File: config.mk
export PLATFORM = sky130hd
export DESIGN_NAME = bss_sequencer
export DESIGN_NICKNAME = d
export VERILOG_FILES = /design/src/bss_pkg.sv /design/src/bss_sync.sv /design/src/bss_sequencer.sv
export SDC_FILE = /design/constraint.sdc
export NUM_CORES = 1
export LEC_CHECK = 0
export BUFFER_PORTS_ARGS = -buffer_cell sky130_fd_sc_hd__buf_2
export CORE_MARGIN = 2
export CORE_UTILIZATION = 60
export CTS_BUF_LIST = sky130_fd_sc_hd__clkbuf_4
export CTS_CLUSTER_DIAMETER = 120
export DETAILED_ROUTE_END_ITERATION = 8
export PLACE_DENSITY = 0.87
export SYNTH_ARGS = -nofsm -noshare
export SYNTH_HDL_FRONTEND = slang
export SYNTH_SLANG_ARGS = --single-unit
File: constraint.sdc
create_clock -name i_clock -period 4.1 [get_ports i_clock]
set_input_delay 0.41 -clock i_clock [delete_from_list [all_inputs] [get_ports i_clock]]
set_output_delay 0.41 -clock i_clock [all_outputs]
set_load 0.005 [all_outputs]
File: src/bss_pkg.sv
/*
 * Package for the buck startup and fault sequencer: state codes, phase
 * times and their cycle counts, short-circuit threshold codes.
 * Assumes a 125 MHz sequencer clock.
 */
package bss_pkg;
   // Clock period in picoseconds
   localparam int unsigned CLK_PERIOD_PS = 8000;
   // Phase times in microseconds, as specified
   localparam int unsigned SAMPLE_TIME_US = 1000;
   localparam int unsigned PRECOND_TIME_US = 1000;
   localparam int unsigned HICCUP_TIME_US = 50000;
   // Cycle counts derived from the times (exact at 8 ns)
   localparam int unsigned SAMPLE_CYCLES = (SAMPLE_TIME_US * 1000000) / CLK_PERIOD_PS;
   localparam int unsigned PRECOND_CYCLES = (PRECOND_TIME_US * 1000000) / CLK_PERIOD_PS;
   localparam int unsigned HICCUP_CYCLES = (HICCUP_TIME_US * 1000) / (CLK_PERIOD_PS / 1000);
   // Width of the shared phase timer
   localparam int unsigned TIMER_W = 23;
   // Fault counter width and full count
   localparam int unsigned FCNT_W = 3;
   localparam logic [2:0] FCNT_FULL = 3'h7;
   localparam logic [2:0] FCNT_ZERO = 3'h0;
   // Input synchroniser depth
   localparam int unsigned SYNC_STAGES = 2;
   // Short-circuit threshold selection codes
   localparam logic [1:0] SCP_100MV = 2'h0;
   localparam logic [1:0] SCP_200MV = 2'h1;
   localparam logic [1:0] SCP_280MV = 2'h2;
   // Value of the threshold select after reset
   localparam logic [1:0] SCP_RESET = 2'h1;

   // Sequencer states
   typedef enum logic [2:0] {
      BSS_OFF,
      BSS_SAMPLE,
      BSS_PRECOND,
      BSS_SOFTSTART,
      BSS_RUN,
      BSS_HICCUP,
      BSS_THERMAL
   } bss_state_t;
endpackage : bss_pkg

File: src/bss_sync.sv
/*
 * Bank of two-flip-flop synchronisers for asynchronous comparator inputs.
 * Assumes each bit is a static level or slow relative to the clock.
 */
`timescale 1ns/1ps
module bss_sync #(
   parameter int unsigned WIDTH = 8
) (
   input wire logic i_clock,
   input wire logic i_rst_b,
   input wire logic [WIDTH-1:0] i_async,
   input wire logic [WIDTH-1:0] i_reset_val,
   output logic [WIDTH-1:0] o_sync
);
   // State: first and second stage of every bit, plus the fill count after reset
   typedef struct packed {
      logic [WIDTH-1:0] meta;
      logic [WIDTH-1:0] sync;
      logic [1:0] fill;
   } bss_sync_t;

   bss_sync_t sync_reg;
   bss_sync_t sync_next;
   logic [WIDTH-1:0] meta_d; // Next value of stage one, per bit
   logic [WIDTH-1:0] sync_d; // Next value of stage two, per bit

   // Each bit gets its own two stages; only stage two is read outside
   genvar g;
   generate
      for (g = 0; g < WIDTH; g++) begin : g_bit
         assign meta_d[g] = i_async[g];
         assign sync_d[g] = sync_reg.meta[g];
      end
   endgenerate

   // Next state: shift both stages, count the fill up to two and stop there
   always_comb begin
      sync_next = sync_reg;
      sync_next.meta = meta_d;
      sync_next.sync = sync_d;
      if (sync_reg.fill != 2'h2) begin
         sync_next.fill = sync_reg.fill + 2'h1;
      end
   end

   // Registers settle to zero; reset values are applied by the output mux
   always_ff @(posedge i_clock or negedge i_rst_b) begin
      if (!i_rst_b) begin
         sync_reg <= '0;
      end else begin
         sync_reg <= sync_next;
      end
   end

   // Output stays at the caller's chosen safe value until the pipe has filled
   assign o_sync = (sync_reg.fill == 2'h2) ? sync_reg.sync : i_reset_val;
endmodule : bss_sync

File: src/bss_sequencer.sv
/*
 * Startup, hiccup and thermal sequencer of a synchronous buck controller.
 * Assumes comparator results arrive asynchronously from analog circuits and
 * that i_rst_b is released by the oscillator domain at power-on.
 */
// Contract
// - Undervoltage keeps both gate drives off.
// - Start only with supply good and enabled.
// - Disable enters shutdown, regulator off.
// - Undriven enable counts as asserted.
// - Sample compensation pin for one millisecond.
// - Latch one of three short-circuit thresholds.
// - Then hold compensation low one millisecond.
// - Soft-start only after both phases, except hiccup restart, which runs precondition only, and thermal restart, which enters soft-start directly.
// - Overcurrent cycle increments fault counter.
// - High-side overcurrent ends on-time early.
// - Clean cycle decrements fault counter.
// - Full count turns both drives off.
// - Wait fifty milliseconds, restart, repeat.
// - Power good low on listed conditions.
// - Thermal shutdown drives off, restarts via soft-start.
`timescale 1ns/1ps
module bss_sequencer #(
   parameter int unsigned SAMPLE_CYC = bss_pkg::SAMPLE_CYCLES,
   parameter int unsigned PRECOND_CYC = bss_pkg::PRECOND_CYCLES,
   parameter int unsigned HICCUP_CYC = bss_pkg::HICCUP_CYCLES
) (
   input wire logic i_clock,
   input wire logic i_rst_b,
   input wire logic i_supply_ok,          // Input above lockout level
   input wire logic i_enable_oe_b,        // Enable pin driven by the outside (low = driven)
   input wire logic i_enable_level,       // Enable pin level when driven
   input wire logic i_regulator_ok,       // Internal regulator output is up
   input wire logic i_over_temp,          // Die over thermal limit (with hysteresis)
   input wire logic i_comp_cur_high,      // Sampled comp current above upper limit
   input wire logic i_comp_cur_low,       // Sampled comp current above lower limit
   input wire logic i_cycle_start,        // Oscillator cycle boundary, same clock
   input wire logic i_pwm_high,           // Modulator asks for high-side on, same clock
   input wire logic i_hs_over,            // High-side drop above threshold
   input wire logic i_ls_over,            // Low-side drop above selected threshold
   input wire logic i_softstart_done,     // Soft-start ramp has finished
   input wire logic i_fb_in_window,       // Feedback input within regulation window
   output logic o_regulator_en,           // Internal regulator enable
   output logic o_osc_en,                 // Oscillator enable
   output logic o_comp_sample,            // Drive fixed level on compensation pin
   output logic o_comp_pull_low,          // Hold compensation pin low
   output logic o_softstart_en,           // Soft-start ramp running
   output logic [1:0] o_scp_select,       // Latched short-circuit threshold code
   output logic o_high_side_gate_drive,   // High-side gate drive
   output logic o_low_side_gate_drive,    // Low-side gate drive
   output logic o_power_ok_output_oe_b,   // Power-ok pull-down enable, low = pulling low
   output logic [2:0] o_fault_count,      // Fault counter
   output logic o_fault                   // Hiccup fault declared
);
   // Pin-side inputs gathered into one synchroniser bank
   localparam int unsigned NSYNC = 10;
   logic [NSYNC-1:0] raw_in;
   logic [NSYNC-1:0] safe_in;
   logic [NSYNC-1:0] syn;

   assign raw_in = {i_supply_ok, i_enable_oe_b, i_enable_level, i_regulator_ok, i_over_temp,
                    i_comp_cur_high, i_comp_cur_low, i_hs_over, i_ls_over, i_fb_in_window};
   // Safe values until synchronised: undervoltage, over temperature assumed
   assign safe_in = 10'h020;

   bss_sync #(
      .WIDTH(NSYNC)
   ) u_sync (
      .i_clock(i_clock),
      .i_rst_b(i_rst_b),
      .i_async(raw_in),
      .i_reset_val(safe_in),
      .o_sync(syn)
   );

   logic s_supply_ok;
   logic s_en_undriven;
   logic s_en_level;
   logic s_reg_ok;
   logic s_hot;
   logic s_cur_high;
   logic s_cur_low;
   logic s_hs_over;
   logic s_ls_over;
   logic s_fb_ok;
   assign {s_supply_ok, s_en_undriven, s_en_level, s_reg_ok, s_hot,
           s_cur_high, s_cur_low, s_hs_over, s_ls_over, s_fb_ok} = syn;

   // Floating enable reads as asserted, like a weak pull-up
   logic enabled;
   assign enabled = s_en_undriven | s_en_level;
   logic run_ok;
   assign run_ok = s_supply_ok & enabled;

   // All sequencer state in one struct
   typedef struct packed {
      bss_pkg::bss_state_t state;
      logic [bss_pkg::TIMER_W-1:0] timer;
      logic [1:0] scp;
      logic [2:0] fcnt;
      logic hs_over_seen;      // High-side overcurrent seen this cycle
      logic ls_over_seen;      // Low-side overcurrent seen this cycle
      logic hs_cut;            // High-side on-time terminated this cycle
   } bss_seq_t;

   bss_seq_t seq_reg;
   bss_seq_t seq_next;

   localparam logic [bss_pkg::TIMER_W-1:0] T_SAMPLE = bss_pkg::TIMER_W'(SAMPLE_CYC - 1);
   localparam logic [bss_pkg::TIMER_W-1:0] T_PRECOND = bss_pkg::TIMER_W'(PRECOND_CYC - 1);
   localparam logic [bss_pkg::TIMER_W-1:0] T_HICCUP = bss_pkg::TIMER_W'(HICCUP_CYC - 1);

   logic switching;
   logic over_now;
   assign switching = (seq_reg.state == bss_pkg::BSS_SOFTSTART) ||
                      (seq_reg.state == bss_pkg::BSS_RUN);
   assign over_now = seq_reg.hs_over_seen | seq_reg.ls_over_seen;

   // Next-state logic: sequencing, threshold latch, fault counter
   always_comb begin
      seq_next = seq_reg;
      seq_next.timer = seq_reg.timer + 1'b1;
      // Overcurrent flags accumulate within a switching cycle
      if (switching) begin
         if (s_hs_over) begin
            seq_next.hs_over_seen = 1'b1;
            seq_next.hs_cut = 1'b1;
         end
         if (s_ls_over) begin
            seq_next.ls_over_seen = 1'b1;
         end
      end
      // Cycle boundary: count the closed cycle, then clear flags
      if (switching && i_cycle_start) begin
         if (over_now) begin
            if (seq_reg.fcnt != bss_pkg::FCNT_FULL) begin
               seq_next.fcnt = seq_reg.fcnt + 3'h1;
            end
         end else if (seq_reg.fcnt != bss_pkg::FCNT_ZERO) begin
            seq_next.fcnt = seq_reg.fcnt - 3'h1;
         end
         // A new event in the boundary cycle starts the next cycle's flags
         seq_next.hs_over_seen = s_hs_over;
         seq_next.ls_over_seen = s_ls_over;
         seq_next.hs_cut = s_hs_over;
      end
      case (seq_reg.state)
         bss_pkg::BSS_OFF: begin
            seq_next.timer = '0;
            seq_next.fcnt = bss_pkg::FCNT_ZERO;
            if (run_ok && s_reg_ok && !s_hot) begin
               seq_next.state = bss_pkg::BSS_SAMPLE;
            end
         end
         bss_pkg::BSS_SAMPLE: begin
            if (seq_reg.timer == T_SAMPLE) begin
               // Higher current means lower resistance; open reads as mid code
               if (s_cur_high) begin
                  seq_next.scp = bss_pkg::SCP_100MV;
               end else if (s_cur_low) begin
                  seq_next.scp = bss_pkg::SCP_280MV;
               end else begin
                  seq_next.scp = bss_pkg::SCP_200MV;
               end
               seq_next.timer = '0;
               seq_next.state = bss_pkg::BSS_PRECOND;
            end
         end
         bss_pkg::BSS_PRECOND: begin
            if (seq_reg.timer == T_PRECOND) begin
               seq_next.timer = '0;
               seq_next.fcnt = bss_pkg::FCNT_ZERO;
               seq_next.state = bss_pkg::BSS_SOFTSTART;
            end
         end
         bss_pkg::BSS_SOFTSTART: begin
            if (i_softstart_done) begin
               seq_next.state = bss_pkg::BSS_RUN;
            end
         end
         bss_pkg::BSS_RUN: begin
            seq_next.timer = '0;
         end
         bss_pkg::BSS_HICCUP: begin
            if (seq_reg.timer == T_HICCUP) begin
               seq_next.timer = '0;
               seq_next.fcnt = bss_pkg::FCNT_ZERO;
               // Threshold stays latched; restart goes through precondition
               seq_next.state = bss_pkg::BSS_PRECOND;
            end
         end
         bss_pkg::BSS_THERMAL: begin
            seq_next.timer = '0;
            if (!s_hot) begin
               seq_next.fcnt = bss_pkg::FCNT_ZERO;
               seq_next.state = bss_pkg::BSS_SOFTSTART;
            end
         end
         default: begin
            seq_next.state = bss_pkg::BSS_OFF;
         end
      endcase
      // Fault on full count while switching
      if (switching && seq_reg.fcnt == bss_pkg::FCNT_FULL) begin
         seq_next.state = bss_pkg::BSS_HICCUP;
         seq_next.timer = '0;
      end
      // Thermal trip overrides running states
      if (s_hot && seq_reg.state != bss_pkg::BSS_OFF) begin
         seq_next.state = bss_pkg::BSS_THERMAL;
      end
      // Lockout or disable returns to shutdown above everything else
      if (!run_ok) begin
         seq_next.state = bss_pkg::BSS_OFF;
      end
      if (!(seq_next.state == bss_pkg::BSS_SOFTSTART || seq_next.state == bss_pkg::BSS_RUN)) begin
         seq_next.hs_over_seen = 1'b0;
         seq_next.ls_over_seen = 1'b0;
         seq_next.hs_cut = 1'b0;
      end
   end

   // State register
   always_ff @(posedge i_clock or negedge i_rst_b) begin
      if (!i_rst_b) begin
         seq_reg.state <= bss_pkg::BSS_OFF;
         seq_reg.timer <= '0;
         seq_reg.scp <= bss_pkg::SCP_RESET;
         seq_reg.fcnt <= bss_pkg::FCNT_ZERO;
         seq_reg.hs_over_seen <= 1'b0;
         seq_reg.ls_over_seen <= 1'b0;
         seq_reg.hs_cut <= 1'b0;
      end else begin
         seq_reg <= seq_next;
      end
   end

   // Outputs decoded from registered state, synchronised inputs and i_pwm_high
   assign o_regulator_en = run_ok;
   // Hot stops the oscillator at once, one edge before the state catches up; in shutdown the state stays off
   assign o_osc_en = run_ok && !s_hot && (seq_reg.state != bss_pkg::BSS_THERMAL);
   assign o_comp_sample = (seq_reg.state == bss_pkg::BSS_SAMPLE);
   assign o_comp_pull_low = (seq_reg.state == bss_pkg::BSS_PRECOND) ||
                            (seq_reg.state == bss_pkg::BSS_HICCUP);
   assign o_softstart_en = (seq_reg.state == bss_pkg::BSS_SOFTSTART);
   assign o_scp_select = seq_reg.scp;
   assign o_fault_count = seq_reg.fcnt;
   assign o_fault = (seq_reg.state == bss_pkg::BSS_HICCUP);
   // Gates off whenever not switching or locked out; high side cut on overcurrent
   assign o_high_side_gate_drive = switching && run_ok && i_pwm_high &&
                                   !seq_reg.hs_cut;
   assign o_low_side_gate_drive = switching && run_ok && !i_pwm_high;
   // Power ok pull-down active unless running in window and cool; run_ok rather than
   // supply alone, so a disable pulls power ok low in the edge before shutdown
   assign o_power_ok_output_oe_b = (seq_reg.state == bss_pkg::BSS_RUN) && s_fb_ok &&
                                   run_ok && !s_hot;
endmodule : bss_sequencer

# --- Yosys cells after proc, flatten, opt, wreduce, memory -nomap -nowiden ---
# Index checks and enable logic that the tools add are counted.
word_totals:
  regBits: 56
  input_bits: 15
classes:
  n_addsub: 4
  n_eq_ne: 18
  mux: 26
  n_bitwise: 3
  reduce_logical: 27
op_table:
  columns: ["cell", "count"]
  rows:
  - ["one-hot mux 23 bit (4 select lines)", 1]
  - ["two-way mux 26 bit", 3]
  - ["two-way mux 3 bit", 13]
  - ["two-way mux 28 bit", 1]
  - ["adder 23 x 1 -> 23 bit, second input constant", 1]
  - ["== test 23 x 17 -> 1 bit, second input constant", 1]
  - ["== test 23 bit, second input constant", 1]
  - ["one-hot mux 3 bit (7 select lines)", 1]
  - ["== test 3 bit, second input constant", 5]
  - ["inequality test 3 bit, second input constant", 5]
  - ["logical AND 1 bit", 14]
  - ["one-hot mux 3 bit (4 select lines)", 1]
  - ["two-way mux 10 bit", 1]
  - ["== test 3 x 2 -> 1 bit, second input constant", 3]
  - ["two-way mux 6 bit", 1]
  - ["AND reduction 2 bit", 3]
  - ["nonzero test 3 bit", 2]
  - ["two-way mux 2 bit", 2]
  - ["adder 3 x 1 -> 3 bit, second input constant", 1]
  - ["== test 3 x 1 -> 1 bit, second input constant", 1]
  - ["zero test 1 bit", 3]
  - ["zero test 3 bit", 1]
  - ["logical OR 1 bit", 3]
  - ["OR reduction 3 bit", 1]
  - ["other kinds (7)", 9]

# --- Longest topological paths before layout ---
logic_depth:
  word_depth: 15
  mapped_depth: 9
  depth_no_buf: 8

# --- Modules after synthesis ---
# A second synthesis with hierarchy kept.
unflattened:
  hier_cells: 280
  area_unflattened_um2: 2822.7
by_module_without_submodules:
  columns: ["mod", "n_inst", "cells_each", "area_per_inst_um2", "seq_area_each_um2"]
  rows:
  - ["bss_sequencer", 1, 241, 2064.5, 827.0]
  - ["bss_sync", 1, 39, 758.2, 550.5]

# --- Least setup slack after synthesis ---
# OpenSTA, ideal clock, no wires.
synth_timing:
  kind: "reg-to-reg"
  from: "reg seq_reg[12] (netlist name)"
  to: "reg seq_reg[24] (netlist name)"
  setup_time_ns: 0.119
  t_arrival_ns: 2.020
  required_ns: 3.981
  slack_ns: 1.961
  stages_incl_launch_ff: 9
  path_buffers: 2
  synth_period_minus_slack_ns: 2.139
  path_cell_list: "dfrtp_1 -> or4_4 -> nor4_4 -> a21boi_2 -> a211oi_1 -> or3_1 -> buf_4 -> buf_6 -> nor2_1"
synth_rtl:
  columns: ["item", "line", "text"]
  rows:
  - ["from (decl)", "bss_sequencer.sv:106", "bss_seq_t seq_reg;"]
  - ["from (signal assigned)", "bss_sequencer.sv:234", "seq_reg <= seq_next;"]

==> impl_results.md <==
- Gate power share: 5.8%
- Crit path kind: register to register
- Chip Height: 71.6 um
- PortBufs: 28
- DRT antenna net count: 0
- Synth Net Count: 290
- Number of flip-flops in the largest register: 28
- Sw Pwr: approximately 210 uW
- RSZ-0062 raised after global routing: false
- Fillers: 367
- # DRC: 0
- Power per cell area: slightly below 300 nW/um^2
- Antenna violations before repair: 0
- Pwr Total: between 800 and 900 uW
- Mux share of post-synthesis cell area: 0%
- Commonest non-fill, non-tap cell in the layout: dfrtp_1
- Post-Synth Simple-Gate Area: 23.7%
- Nets: 314
- Max incr delay on CP: 0.67 ns
- Initial DRC count: 108
- First-pass GRT wire length: 9090 um
- Slowest cell on crit path: or3_1
- TritonRoute pass-1 iters: 4
- Synth Area in XOR/XNOR: 7.66%
- Clk_skew: 0.0150 ns
- GPL Wtd Cong: between 0.8 and 0.9
- Largest net degree at the start of global routing: 56
- Area Growth Syn to Fin: 5.61%
- Top FF cell, synth: dfrtp_1
- Clock Sinks: 55
- Outcome: finished clean
- Compound-cell area share of the yosys netlist: ~10%
- Vias in the first global route: 1997
- Routed WL: 5340 um
- Die Width: around 72 um
- Die footprint: roughly 5100 um^2
- Synth async-reset ratio: 100%
- H-tree depth: 2
- GR Util All Layers: between 20% and 30%
- Diode count: 0
- Most prevalent standard cell on the critical path: or3_1
- Final hold viol count: 0
- CTS tree: yes
- Hold_buf cts: 0
- Final hold slack: about 0.12 ns
- Syn_area_per_cell: between 10 and 15 um^2
- Internal: 642 uW
- Cell area after synthesis: 2750 um^2
- DR vias: 2104
- Clock Latency Late Sink: about 0.38 ns
- Setup_tns: 0 ns
- Max-cap viol count: 0
- Post-synth cell types: 47
- Routed WL per cell: 15.4 um
- Max-slew violations: 0
- CP Cell Sequence: nor4_1, nand2_1, or3_1, a211oi_1, or3_1, nor2_1
- Worst Path Required: 4.34 ns
- Most frequent cells in the layout: dfrtp_1 (54), nor2_1 (44), buf_2 (28), nand3_1 (18)
- Share of layout cells above drive strength 1: between 10% and 20%
- Post-synthesis sequential area ratio: between 50% and 60%
- Rel. slew slack: between 40 and 50%
- Post-Syn Instances: 270
- Clk pwr share: roughly 28%
- EDFF count, synth: 0
- Data arrival time of the worst path: around 3.0 ns
- Cts repair resizes: 0
- Postcts setup bufs: 0
- Flops & latches, synth: 55
- CTS Buffer Depth: 2
- Routed vias/inst: roughly 6.1
- Setup violators final: 0
- Number of synthesis warnings: 0
- Initial Util: 62.6%
- Core area: 4380 um^2
- Clk slew on worst S/H paths: roughly 0.15 ns
- Grt total ovfl: 0
- Row cnt: 24
- Dpl hpwl: 3860 um
- Io pins: 29
- Root buffer cell: clkbuf_4
- Sequential Power Share: 65.9%
- Sw Share: 24.8%
- TritonCTS Buffers: 5
- Max Clk Rate: 368 MHz
- Hold Path Class: primary input to asynchronous set/reset pin
- CP Max Fanout: 23
- Synth Area in Adders: 2.28%
- VDD IR max: 254 uV
- Leakage Power: between 0.001 and 0.0015 uW
- Startpoint types: register
- Largest family of logic cells by synthesized area: simple AND/OR/NAND/NOR gates
- Period utilization: between 60% and 70%
- Min Tclk post-route: 2.71 ns
- Crit. End Element: register
- Worst Tran Pin Value: 0.837 ns
[path summary, 6_finish.rpt]
path                            slack, ns  cells after the start                  startpoint                           end
worst max-delay path                 1.39                      6       seq_reg[12]$_DFF_PN0_         seq_reg[15]$_DFF_PN0_
worst min-delay path                 0.12                      2                     i_rst_b          seq_reg[9]$_DFF_PN0_
worst max register to register       1.39                      6       seq_reg[12]$_DFF_PN0_         seq_reg[15]$_DFF_PN0_
worst min register to register       0.37                      0  u_sync.sync_d[7]$_DFF_PN0_  u_sync.sync_reg[9]$_DFF_PN0_
max in group asynchronous            3.52                      2                     i_rst_b   o_scp_select[1]$_DFFE_PN0P_
min in group i_clock                 0.12                      1                 i_over_temp    u_sync.sync_d[5]$_DFF_PN0_
[kinds of logic (layout without fill, tap and decap cells)]
group                    after synthesis  after routing
AO/OA/AOI/OAI                         40             40
XOR/XNOR                              24             24
adder cells (fa/ha/maj)                5              5
buffers and inverters                 24             49
flip-flops                            55             55
AND/OR/NAND/NOR                      122            122
[layer usage]
metal | vias up | global-route usage, % | wire length [um]
met3 | 13 | 5.20 | 288
met1 | 1023 | 31.5 | 2350
met4 | 0 | 8.60 | 112
li1 | 991 | - | -
met5 | - | 0 | 0
met2 | 77 | 35.3 | 2590
[per-stage QoR]
stage / cell area (um^2) / std cells / utilization (%) / setup WS [ns]
floorplan: 2750 / 270 / - / 1.96
global placement: 2840 / 339 / 64.7 / 1.55
detailed placement: 2840 / 339 / 64.7 / 1.41
CTS: 2900 / 347 / 66.1 / 1.39
global route: 2900 / 347 / 66.1 / 1.17
finish: 2900 / 347 / 66.1 / 1.39
[power by group through the flow]
stage	clock network [uW]	logic (uW)	registers, uW
6_report	242	49.8	563
2_1_floorplan	0	32.1	569
3_5_place_dp	0	50.3	573
5_1_grt	267	56.8	565
4_1_cts	250	50.8	563
3_3_place_gp	0	48.7	572
[synthesized netlist by cell type (2+ instances only)]
master / number / area, um^2
dfrtp_1: 54 / 1350
nor2_1: 44 / 165
nand3_1: 18 / 90.1
nand2_1: 13 / 48.8
xor2_1: 13 / 114
inv_1: 12 / 45.0
o21ai_0: 11 / 55.1
xnor2_1: 11 / 96.3
a21oi_1: 9 / 45.0
nand4_1: 7 / 43.8
buf_4: 6 / 45.0
nor4_1: 6 / 37.5
ha_1: 5 / 62.6
nor2b_1: 5 / 31.3
nor4b_1: 4 / 35.0
o211ai_1: 4 / 30.0
and3_1: 3 / 18.8
buf_6: 3 / 33.8
clkbuf_8: 3 / 41.3
or3_1: 3 / 18.8
a32oi_1: 2 / 17.5
nand2b_1: 2 / 12.5
nand4b_1: 2 / 17.5
nor3_1: 2 / 10.0
nor3b_1: 2 / 15.0
o21a_1: 2 / 15.0
o31ai_1: 2 / 15.0
or2_2: 2 / 12.5
or4bb_1: 2 / 22.5
[worst max-delay path, delay by kind of cell (launching register included)]
family | cells | cell delay [ns]
AND/OR/NAND/NOR | 5 | 1.86
AO/OA/AOI/OAI | 1 | 0.24
flip-flops | 1 | 0.47
[final cells by class]
class / count / area (um^2) / share of cell area [%]
clock buffer: 5 / 37.5 / 1.29
inverter: 12 / 45.0 / 1.55
multi-input combinational: 191 / 1200 / 41.5
tap: 52 / 65.1 / 2.24
clock inverter: 3 / 23.8 / 0.820
sequential: 55 / 1380 / 47.5
timing repair buffer: 29 / 148 / 5.09
(Power assumes the default switching activity.)
